===== config.mk =====
export PLATFORM = sky130hd
export DESIGN_NAME = ima_overhead_cell_and_link_control
export DESIGN_NICKNAME = d
export VERILOG_FILES = /design/src/hw/imo_pkg.sv /design/src/hw/ima_overhead_cell_and_link_control.sv
export SDC_FILE = /design/constraint.sdc
export NUM_CORES = 2
export LEC_CHECK = 0
export BUFFER_PORTS_ARGS = -buffer_cell sky130_fd_sc_hd__buf_2
export CAP_MARGIN = 25
export CORE_MARGIN = 4
export CORE_UTILIZATION = 63
export CTS_CLUSTER_SIZE = 40
export DETAILED_ROUTE_END_ITERATION = 16
export HOLD_SLACK_MARGIN = 0.08
export PLACE_DENSITY = 0.91
export SLEW_MARGIN = 20
export SYNTH_ARGS = -nofsm -noshare
export SYNTH_HDL_FRONTEND = slang
export SYNTH_SLANG_ARGS = --single-unit

===== constraint.sdc =====
create_clock -name clk -period 10.95 [get_ports clk]
set_input_delay 0.5475 -clock clk [delete_from_list [all_inputs] [get_ports clk]]
set_output_delay 0.5475 -clock clk [all_outputs]
set_load 0.02 [all_outputs]

===== src/hw/imo_pkg.sv =====
// Purpose: Shared types and constants for the overhead cell and link control block.
// Assumes: One 125 MHz core clock, one byte per clock on both cell streams.
// Notes: Octet numbers count from 1, as on the line.
package imo_pkg;
	localparam int NUM_LINKS = 32;
	typedef enum logic [2:0] {NOT_IN_GROUP, UNUSABLE, USABLE, ACTIVE} link_state_t;
	localparam logic [1:0] DEF_NONE = 2'h0;
	localparam logic [1:0] DEF_PHY = 2'h1;
	localparam logic [1:0] DEF_LOSS_OF_GROUP_FRAME = 2'h2;
	localparam logic [1:0] DEF_LINK_OUT_OF_DELAY_SYNC = 2'h3;
	// -------------------------------------------------------------
	// Cell layout
	// -------------------------------------------------------------
	localparam logic [5:0] O_FILL_H4 = 6'h04;
	localparam logic [5:0] O_FILL_HEC = 6'h05;
	localparam logic [5:0] O_LABEL = 6'h06;
	localparam logic [5:0] O_CID = 6'h07;
	localparam logic [5:0] O_CCI = 6'h0b;
	localparam logic [5:0] O_HEAD_END = 6'h0e;
	localparam logic [5:0] O_TEST = 6'h0f;
	localparam logic [5:0] O_TXPAT = 6'h10;
	localparam logic [5:0] O_RXPAT = 6'h11;
	localparam logic [5:0] O_LINK0 = 6'h12;
	localparam logic [5:0] O_LINKN = 6'h31;
	localparam logic [5:0] O_E2E = 6'h33;
	localparam logic [5:0] O_CRC_HI = 6'h34;
	localparam logic [5:0] O_CRC_LO = 6'h35;
	localparam logic [7:0] PAD_BYTE = 8'h6a;
	localparam logic [7:0] FILL_H4 = 8'h0b;
	localparam logic [7:0] FILL_HEC = 8'h64;
	localparam logic [7:0] VER_10 = 8'h01;
	localparam logic [7:0] VER_11 = 8'h03;
	localparam logic [9:0] CRC_POLY = 10'h233;
	// One stuffed control cell after every 2048 cells.
	localparam logic [11:0] STUFF_PERIOD = 12'h800;
	// -------------------------------------------------------------
	// Delay buffer sizing
	// -------------------------------------------------------------
	localparam logic [31:0] BUF_UNIT_BYTES = 32'h0000_2000;
	localparam logic [31:0] INT_BUF_BYTES = 32'h0004_0000;
	localparam logic [31:0] EXT_BUF_BYTES = 32'h0020_0000;
	// -------------------------------------------------------------
	// Registers
	// -------------------------------------------------------------
	localparam logic [7:0] REG_CTRL = 8'h00;
	localparam logic [7:0] REG_TEST = 8'h04;
	localparam logic [7:0] REG_FDIV = 8'h08;
	localparam logic [7:0] REG_STATUS = 8'h0c;
	localparam int CTRL_INDEP = 0;
	localparam int CTRL_FSRC = 1;
	localparam int CTRL_EXT = 2;
	localparam int CTRL_V11 = 3;
	localparam int CTRL_REF_LINK = 4;
	localparam int CTRL_PORTS = 16;
	localparam int CTRL_UNITS = 24;
	localparam int TEST_CMD = 5;
	localparam int TEST_PAT = 8;
	localparam logic [31:0] CTRL_RST = 32'h0000_0000;
	typedef struct packed {
		logic wr;
		logic rd;
		logic [7:0] addr;
		logic [31:0] wdata;
	} bus_req_t;
	typedef struct packed {
		logic valid;
		logic sof;
		logic [7:0] data;
	} byte_stream_t;
	typedef struct packed {
		logic [31:0] ctrl;
		logic [15:0] test;
		logic [15:0] fdiv;
		logic [31:0] rdata;
		logic tx_busy;
		logic tx_filler;
		logic [5:0] tx_idx;
		logic [9:0] tx_crc;
		byte_stream_t tx_out;
		logic [7:0] cci;
		logic [303:0] snap;
		logic [5:0] rx_idx;
		logic rx_filler;
		logic [9:0] rx_crc;
		logic [1:0] rx_low;
		logic [7:0] rx_errs;
		logic rx_good;
		logic rx_bad;
		logic [7:0] rx_pat_sh;
		logic [7:0] rx_pat;
		logic [31:0][7:0] far_sh;
		logic [31:0][7:0] far;
		link_state_t [31:0] tx_st;
		link_state_t [31:0] rx_st;
		logic [11:0] stuff_cnt;
		logic [31:0] stuff_due;
		logic [15:0] frame_cnt;
		logic frame_tick;
		logic int_buf_en;
		logic delay_fit;
	} state_t;
	function automatic logic [9:0] crc_bits(input logic [9:0] c, input logic [7:0] d, input int n);
		logic [9:0] r;
		logic fb;
		r = c;
		for (int i = 0; i < 8; i++) begin
			if (i < n) begin
				fb = r[9] ^ d[7 - i];
				r = {r[8:0], 1'b0} ^ (fb ? CRC_POLY : 10'h000);
			end
		end
		return r;
	endfunction
endpackage


===== src/hw/ima_overhead_cell_and_link_control.sv =====
// Purpose: Builds and checks overhead cells and runs the per-link state machines.
// Assumes: Cell bytes move one per clock; octets 1 to 14 of a control cell except octets 6 and 11 come from outside.
// Notes: The delay buffer memory itself lives elsewhere; this block sizes and enables it.
//
// Summary of operation
// - Octet 15: bits 7-6 zero, bit 5 test command, bits 4-0 test link id.
// - Octet 18: link 0 transmit state, receive state, defect code.
// - Defect code: none, physical defect, lost group frame, out of delay sync.
// - Octets 19 to 49 hold links 1 to 31 in the same layout.
// - Control octet 50 and filler octets 8 to 51 carry 0x6a.
// - Control octet 51 is sent as zero and ignored on receive.
// - Octets 52-53: six zero bits then a 10-bit check over octets 6 to 51 and those six bits.
// - Filler header is three zero octets, then 0x0b, then 0x64.
// - Octet 6 gives the version: 0x01 for 1.0, 0x03 for 1.1.
// - Filler octet 7 is all zero.
// - Each link is out of group, unusable, usable or active.
// - Transmit and receive state machines per link run entirely in hardware.
// - Common clock mode: all links stuff together at the reference link rate.
// - Independent mode: non-reference links stuff at their own request.
// - Group frame rate comes from reference clock ticks or reference cell rate.
// - Buffering must absorb at least 25 ms of differential delay.
// - Eight kilobytes per port per 27.5 ms delay unit, scaled linearly.
// - 256K internal buffer, 2 MB external; internal disabled when external used.
// - Change count steps modulo 256 whenever octets 12 to 49 change.
module ima_overhead_cell_and_link_control (
	// Clock and reset.
	input wire logic clk,
	input wire logic rst_n,
	// Register port.
	input wire imo_pkg::bus_req_t bus,
	output logic [31:0] rdata,
	// Transmit cell stream.
	input wire logic tx_start,
	input wire logic tx_filler,
	input wire logic [13:0][7:0] ctrl_head,
	output imo_pkg::byte_stream_t tx_out,
	// Receive cell stream.
	input wire imo_pkg::byte_stream_t rx_in,
	output logic rx_good,
	output logic rx_bad,
	// Links.
	input wire logic [imo_pkg::NUM_LINKS-1:0] link_add,
	input wire logic [imo_pkg::NUM_LINKS-1:0][1:0] link_defect,
	input wire logic [imo_pkg::NUM_LINKS-1:0] link_stuff_req,
	output imo_pkg::link_state_t [imo_pkg::NUM_LINKS-1:0] tx_link_state,
	output imo_pkg::link_state_t [imo_pkg::NUM_LINKS-1:0] rx_link_state,
	output logic [imo_pkg::NUM_LINKS-1:0] stuff_due,
	// Timing reference and buffer.
	input wire logic cell_tick,
	input wire logic rec_clk_tick,
	output logic frame_tick,
	output logic int_buf_en
);
	imo_pkg::state_t s;
	imo_pkg::state_t next_s;
	wire [31:0][7:0] link_oct;
	wire [2:0] next_tx_st [imo_pkg::NUM_LINKS];
	wire [2:0] next_rx_st [imo_pkg::NUM_LINKS];
	wire [imo_pkg::NUM_LINKS-1:0] next_stuff;
	wire [303:0] cur;
	wire indep;
	wire fsrc;
	wire ext;
	wire [4:0] ref_link;
	wire [5:0] ports;
	wire [3:0] units;
	wire [7:0] ver;
	wire stuff_ev;
	wire frame_src;

	// -------------------------------------------------------------
	// Configuration fields
	// -------------------------------------------------------------
	assign indep = s.ctrl[imo_pkg::CTRL_INDEP];
	assign fsrc = s.ctrl[imo_pkg::CTRL_FSRC];
	assign ext = s.ctrl[imo_pkg::CTRL_EXT];
	assign ref_link = s.ctrl[imo_pkg::CTRL_REF_LINK +: 5];
	assign ports = s.ctrl[imo_pkg::CTRL_PORTS +: 6];
	assign units = s.ctrl[imo_pkg::CTRL_UNITS +: 4];
	assign ver = s.ctrl[imo_pkg::CTRL_V11] ? imo_pkg::VER_11 : imo_pkg::VER_10;
	assign stuff_ev = cell_tick && (s.stuff_cnt == imo_pkg::STUFF_PERIOD);
	assign frame_src = fsrc ? cell_tick : rec_clk_tick;
	// Octets 12 to 49 as they would be sent now.
	assign cur = {ctrl_head[13:11], 2'h0, s.test[5:0], s.test[15:8], s.rx_pat, link_oct};

	// -------------------------------------------------------------
	// Per-link state machines
	// -------------------------------------------------------------
	// A link only goes active after a cycle as usable, so a link leaving a fault always passes usable.
	for (genvar i = 0; i < imo_pkg::NUM_LINKS; i++) begin : g_link
		assign link_oct[i] = {s.tx_st[i], s.rx_st[i], link_defect[i]};
		assign next_tx_st[i] = !link_add[i] ? imo_pkg::NOT_IN_GROUP :
			(link_defect[i] != imo_pkg::DEF_NONE) ? imo_pkg::UNUSABLE :
			((s.tx_st[i] == imo_pkg::USABLE || s.tx_st[i] == imo_pkg::ACTIVE) &&
			(s.far[i][4:2] == 3'(imo_pkg::USABLE) || s.far[i][4:2] == 3'(imo_pkg::ACTIVE)))
			? imo_pkg::ACTIVE : imo_pkg::USABLE;
		assign next_rx_st[i] = !link_add[i] ? imo_pkg::NOT_IN_GROUP :
			(link_defect[i] != imo_pkg::DEF_NONE) ? imo_pkg::UNUSABLE :
			((s.rx_st[i] == imo_pkg::USABLE || s.rx_st[i] == imo_pkg::ACTIVE) &&
			s.far[i][7:5] == 3'(imo_pkg::ACTIVE)) ? imo_pkg::ACTIVE : imo_pkg::USABLE;
		assign next_stuff[i] = (!indep || 5'(i) == ref_link) ? stuff_ev : link_stuff_req[i];
	end

	// -------------------------------------------------------------
	// Next state
	// -------------------------------------------------------------
	always_comb begin
		logic [7:0] b;
		logic [5:0] ri;
		logic [9:0] c6;
		logic [31:0] req;
		b = imo_pkg::PAD_BYTE;
		ri = 6'h00;
		c6 = imo_pkg::crc_bits(s.tx_crc, 8'h00, 6);
		req = 32'(ports) * 32'(units) * imo_pkg::BUF_UNIT_BYTES;
		next_s = s;
		next_s.rx_good = 1'b0;
		next_s.rx_bad = 1'b0;
		next_s.frame_tick = 1'b0;
		next_s.tx_out = '0;
		next_s.rdata = 32'h0000_0000;
		if (bus.wr) begin
			case (bus.addr)
				imo_pkg::REG_CTRL: next_s.ctrl = bus.wdata;
				imo_pkg::REG_TEST: next_s.test = bus.wdata[15:0];
				imo_pkg::REG_FDIV: next_s.fdiv = bus.wdata[15:0];
				default: ;
			endcase
		end
		if (bus.rd) begin
			case (bus.addr)
				imo_pkg::REG_CTRL: next_s.rdata = s.ctrl;
				imo_pkg::REG_TEST: next_s.rdata = {16'h0000, s.test};
				imo_pkg::REG_FDIV: next_s.rdata = {16'h0000, s.fdiv};
				imo_pkg::REG_STATUS: next_s.rdata = {6'h00, s.int_buf_en, s.delay_fit,
					s.rx_pat, s.rx_errs, s.cci};
				default: next_s.rdata = 32'h0000_0000;
			endcase
		end
		// Transmit cell builder.
		if (s.tx_busy) begin
			if (s.tx_filler) begin
				if (s.tx_idx < imo_pkg::O_FILL_H4) begin
					b = 8'h00;
				end else if (s.tx_idx == imo_pkg::O_FILL_H4) begin
					b = imo_pkg::FILL_H4;
				end else if (s.tx_idx == imo_pkg::O_FILL_HEC) begin
					b = imo_pkg::FILL_HEC;
				end else if (s.tx_idx == imo_pkg::O_LABEL) begin
					b = ver;
				end else if (s.tx_idx == imo_pkg::O_CID) begin
					b = 8'h00;
				end
			end else begin
				if (s.tx_idx == imo_pkg::O_LABEL) begin
					b = ver;
				end else if (s.tx_idx == imo_pkg::O_CCI) begin
					b = s.cci;
				end else if (s.tx_idx <= imo_pkg::O_HEAD_END) begin
					b = ctrl_head[s.tx_idx - 6'h01];
				end else if (s.tx_idx == imo_pkg::O_TEST) begin
					b = {2'h0, s.test[imo_pkg::TEST_CMD], s.test[4:0]};
				end else if (s.tx_idx == imo_pkg::O_TXPAT) begin
					b = s.test[imo_pkg::TEST_PAT +: 8];
				end else if (s.tx_idx == imo_pkg::O_RXPAT) begin
					b = s.rx_pat;
				end else if (s.tx_idx <= imo_pkg::O_LINKN) begin
					b = link_oct[5'(s.tx_idx - imo_pkg::O_LINK0)];
				end else if (s.tx_idx == imo_pkg::O_E2E) begin
					b = 8'h00;
				end
			end
			if (s.tx_idx == imo_pkg::O_CRC_HI) begin
				b = {6'h00, c6[9:8]};
				next_s.tx_crc = c6;
			end else if (s.tx_idx == imo_pkg::O_CRC_LO) begin
				b = s.tx_crc[7:0];
				next_s.tx_busy = 1'b0;
			end else if (s.tx_idx >= imo_pkg::O_LABEL) begin
				next_s.tx_crc = imo_pkg::crc_bits(s.tx_crc, b, 8);
			end
			next_s.tx_out.valid = 1'b1;
			next_s.tx_out.sof = (s.tx_idx == 6'h01);
			next_s.tx_out.data = b;
			next_s.tx_idx = s.tx_idx + 6'h01;
		end else if (tx_start) begin
			next_s.tx_busy = 1'b1;
			next_s.tx_filler = tx_filler;
			next_s.tx_idx = 6'h01;
			next_s.tx_crc = 10'h000;
			if (!tx_filler && cur != s.snap) begin
				next_s.cci = s.cci + 8'h01;
				next_s.snap = cur;
			end
		end
		// Receive cell checker.
		if (rx_in.valid) begin
			ri = rx_in.sof ? 6'h01 : (s.rx_idx == 6'h00 ? 6'h00 : s.rx_idx + 6'h01);
			next_s.rx_idx = ri;
			if (ri == 6'h01) begin
				next_s.rx_crc = 10'h000;
			end
			if (ri >= imo_pkg::O_LABEL && ri <= imo_pkg::O_E2E) begin
				next_s.rx_crc = imo_pkg::crc_bits(s.rx_crc, rx_in.data, 8);
			end
			if (ri == imo_pkg::O_CID) begin
				next_s.rx_filler = !rx_in.data[7];
			end
			if (ri == imo_pkg::O_TXPAT) begin
				next_s.rx_pat_sh = rx_in.data;
			end
			if (ri >= imo_pkg::O_LINK0 && ri <= imo_pkg::O_LINKN) begin
				next_s.far_sh[5'(ri - imo_pkg::O_LINK0)] = rx_in.data;
			end
			if (ri == imo_pkg::O_CRC_HI) begin
				next_s.rx_crc = imo_pkg::crc_bits(s.rx_crc, rx_in.data, 6);
				next_s.rx_low = rx_in.data[1:0];
			end
			if (ri == imo_pkg::O_CRC_LO) begin
				next_s.rx_idx = 6'h00;
				if ({s.rx_low, rx_in.data} == s.rx_crc) begin
					next_s.rx_good = 1'b1;
					if (!s.rx_filler) begin
						next_s.far = s.far_sh;
						next_s.rx_pat = s.rx_pat_sh;
					end
				end else begin
					next_s.rx_bad = 1'b1;
					next_s.rx_errs = s.rx_errs + 8'h01;
				end
			end
		end
		// Link states, stuffing and frame rate.
		for (int i = 0; i < imo_pkg::NUM_LINKS; i++) begin
			next_s.tx_st[i] = imo_pkg::link_state_t'(next_tx_st[i]);
			next_s.rx_st[i] = imo_pkg::link_state_t'(next_rx_st[i]);
		end
		next_s.stuff_due = next_stuff;
		if (cell_tick) begin
			next_s.stuff_cnt = stuff_ev ? 12'h000 : s.stuff_cnt + 12'h001;
		end
		if (frame_src) begin
			if (s.frame_cnt + 16'h0001 >= s.fdiv) begin
				next_s.frame_cnt = 16'h0000;
				next_s.frame_tick = 1'b1;
			end else begin
				next_s.frame_cnt = s.frame_cnt + 16'h0001;
			end
		end
		// Only the buffer in use is enabled; both at once would split the realignment memory.
		next_s.int_buf_en = !ext;
		next_s.delay_fit = req <= (ext ? imo_pkg::EXT_BUF_BYTES : imo_pkg::INT_BUF_BYTES);
	end

	// -------------------------------------------------------------
	// State register
	// -------------------------------------------------------------
	always_ff @(posedge clk or negedge rst_n) begin
		if (!rst_n) begin
			s <= '0;
			s.ctrl <= imo_pkg::CTRL_RST;
		end else begin
			s <= next_s;
		end
	end

	assign rdata = s.rdata;
	assign tx_out = s.tx_out;
	assign rx_good = s.rx_good;
	assign rx_bad = s.rx_bad;
	assign tx_link_state = s.tx_st;
	assign rx_link_state = s.rx_st;
	assign stuff_due = s.stuff_due;
	assign frame_tick = s.frame_tick;
	assign int_buf_en = s.int_buf_en;
endmodule // ima_overhead_cell_and_link_control


==> results by group <==
Power and ir drop
  – Tot Pwr: 11.0 mW
  – Cell Pwr Density: 231 nW/um^2
  – Lkg Pwr: 23.3 nW
  – Sequential power share: 36.9%
  – Total internal power: 7.25 mW
  – Switch share: 34.3%
  – Clk network pwr share: 29.6%
  – Gate power share: 33.5%
  – Switching power total: 3.79 mW
  – Peak supply drop: 0.256 mV

Setup path
  – Largest fanout on the critical path: 48
  – Critical Path, Cell by Cell: buf_4 > inv_2 > ha_1 > buf_4 > mux4_2 > mux4_2 > a211oi_2 > a211oi_1 > a211oi_2 > xnor2_1 > xnor3_2 > xnor2_2 > xnor2_1 > o221ai_1
  – Cell family with most CP delay: buffers and inverters
  – Nature of the critical path startpoint: register
  – R2R setup slack: 5590 ps
  – CP arrival: 5860 ps
  – Required time of the critical path: 11450 ps
  – Crit Path Category: register to register
  – CP endpoint kind: register
  – CP max stage delay: 830 ps
  – Critical R2R Capture: s[1143]
  – CP bufs+invs: 3
  – FF-to-FF path depth: 14
  – CP max stage cell: dfrtp_4
  – Launching point of the worst reg2reg path: s[1144]

Clock network
  – CTS tree: built
  – # Post-CTS Setup Buffers: 0
  – Clk_lat worst skew: 660 ps
  – H-tree Lvls: 3
  – Cts hold-fix bufs: 1
  – Clock-pin slew on the worst setup and hold paths: 60 ps
  – Clock Sinks: 862
  – CTS buffer count: 88
  – Clk Tree Root Cell: clkbuf_16
  – Clock Path Buffers: 3
  – CTS resizes: 0

Synth
  – Post-synth ARST share: 100%
  – EDFF count, synth: 0
  – Cell with the most instances after synthesis: dfrtp_1
  – Synth Flop Type: dfrtp_1
  – Synthesis Warnings: 0
  – Register bit total from synthesis: 862
  – Synth Cell Area: 42900 um^2
  – Syn_area_per_cell: 12.5 um^2
  – Top cells by area, synth: dfrtp_1 (50%), mux2_2 (16%), buf_4 (4.8%)
  – Distinct cells, synth: 85
  – Cell taking the most area after synthesis: dfrtp_1
  – Seq/Total Area, Yosys: 50.3%
  – Synth Instances: 3442
  – Share of the synthesized area in the top cell type: 50.3%
  – Top cells by count, synth: dfrtp_1 (862), mux2_2 (625), buf_4 (272)

Floorplan
  – Die Span Y: 269 um
  – Horiz. Die Dim: 269 um
  – I/O pin count: 568
  – Core area: 67300 um^2
  – Initial core utilization: 63.8%
  – Die ar.: 72300 um^2
  – # rows: 95

Drt
  – DR DRC count: 0
  – Total Wirelength: 132 mm
  – Routed vias: 30100
  – Post-DRT Antenna Nets: 0
  – Via density: 6.42
  – Wire length per cell: 28.1 um
  – First DRT Iteration DRCs: 3479
  – DR pass1 iterations: 6

STA
  – Final Hold Vio Count: 0
  – Worst-Margin Slew: 1180 ps
  – RSZ-0062 raised after global routing: no
  – Skew final: 29.9 ps
  – Final setup vio count: 0
  – Tmin final: 5360 ps
  – Pins Over Slew Limit: 0
  – Crit share post-route: 48.9%
  – Post-route setup TNS: 0 ps
  – Worst slew margin relative to its limit: 21.2%
  – Fmax: 0.187 GHz

GRT
  – Largest net degree at the start of global routing: 174
  – Initial antenna violation count: 21
  – Overflow after GRT: 0
  – Tot GR Track Use: 35.6%
  – Vias in the first global route: 30200
  – First-pass GRT wire length: 191 mm

Cells and area
  – Nets: 4076
  – Fillcell total: 4271
  – Share of cells above drive strength 1: 37.5%
  – Area grow syn2layout: 11.3%
  – Final instance area: 47700 um^2
  – Register area: 21600 um^2
  – Multi-input gate area: 18700 um^2

Place
  – Area of placed instances: 44400 um^2
  – Gpl congestion: 0.977
  – DP HPWL: 92.8 mm
  – PortBufs: 503

Hold path
  – Worst hold path type: input pin to register
  – WHS Path Cells: 2
  – Hold Path Origin: link_add[4]
  – WHS Endpoint: rx_link_state[13]

Flow run
  – Max-cap violation count: 0

Run status
  – Status: finished clean
==> per-stage QoR <==
step	instances	worst slack, ps	hold slack (ps)	utilization (%)
after floorplan	3505	6540	252	-
after global placement	4496	5700	472	66.0
after detailed placement	4498	5600	482	66.0
after CTS	4657	5570	113	70.7
after global routing	4675	5180	123	70.9
final	4685	5590	133	70.9
==> cell type report <==
| class | count | area share, % |
|---|---|---|
| timing repair buffer | 541 | 6.10 |
| antenna | 21 | 0.110 |
| inverter | 78 | 0.613 |
| tap | 873 | 2.29 |
| multi-input combinational | 2152 | 39.1 |
| clock buffer | 124 | 5.47 |
| clock inverter | 34 | 1.12 |
| sequential | 862 | 45.2 |
==> placed cells by master (no fill, tap or decap), types with 13 or more instances in the layout <==
master and count:
a21boi_0 67, o221ai_1 17, nor2b_1 20, dfrtp_1 860, clkbuf_8 21, clkinv_2 13, inv_1 77, ha_1 47
buf_2 503, diode_2 21, nor2_1 91, o22ai_1 14, nand3_1 39, mux2i_1 26, buf_4 27, and2_1 55
and3_1 25, nand4b_1 34, xnor2_1 194, nand2_1 152, mux4_2 73, a22oi_1 44, nor4_1 38, clkbuf_16 91
nand3b_1 35, mux2_2 625, nor3_1 27, o21ai_0 112, a21oi_1 46, xor2_1 106, bufinv_16 13, nand4_1 49
conb_1 64
==> power groups by stage <==
stage	Combinational (mW)	Sequential [mW]	Clock [mW]
2_1_floorplan	2.83	3.89	0
6_report	3.69	4.07	3.27
4_1_cts	3.62	4.05	3.27
3_3_place_gp	3.52	4.06	0
3_5_place_dp	3.57	4.09	0
5_1_grt	3.90	4.10	3.41
==> logic make-up (layout without fill, tap and decap cells) <==
kind of cell / count (synthesis) / in the layout / synth area share [%]
AND/OR/NAND/NOR: 614 / 614 / 7.80
AO/OA/AOI/OAI: 391 / 391 / 6.10
multiplexers: 724 / 724 / 20.8
other: 1 / 85 / 0.00874
adder cells (fa/ha/maj): 55 / 55 / 1.74
XOR/XNOR: 304 / 304 / 6.32
buffers and inverters: 491 / 777 / 6.88
flip-flops: 862 / 862 / 50.3
==> worst reg2reg max path, delay by kind of cell, from the launching register on <==
kind / cells / cell delay [ps]
compound gates: 4 / 760
xor+xnor: 4 / 1050
fa+ha+maj: 1 / 340
buf+inv: 3 / 1330
flops: 1 / 830
mux: 2 / 920
==> worst max path at each step <==
stage | startpoint | endpoint | slack, ps | cells past startpoint
6_report | s[1144] | s[1143] | 5590 | 14
5_1_grt | s[1144] | s[1143] | 5180 | 15
3_5_place_dp | s[1144] | s[1143] | 5600 | 14
2_1_floorplan | s[1145] | s[1143] | 6540 | 18
4_1_cts | s[1144] | s[1143] | 5570 | 14
3_3_place_gp | s[1144] | s[1143] | 5700 | 14
==> layer usage <==
layer  GRT usage (%)  up-vias  part of all wire (%)
li1                -    12500                     -
met1            43.8    15200                    36
met2            57.6     1900                    47
met3            8.92      495                   9.8
met4            20.8        8                   7.0
met5           0.396        -                 0.057
Power figures use the tool's default switching activity.
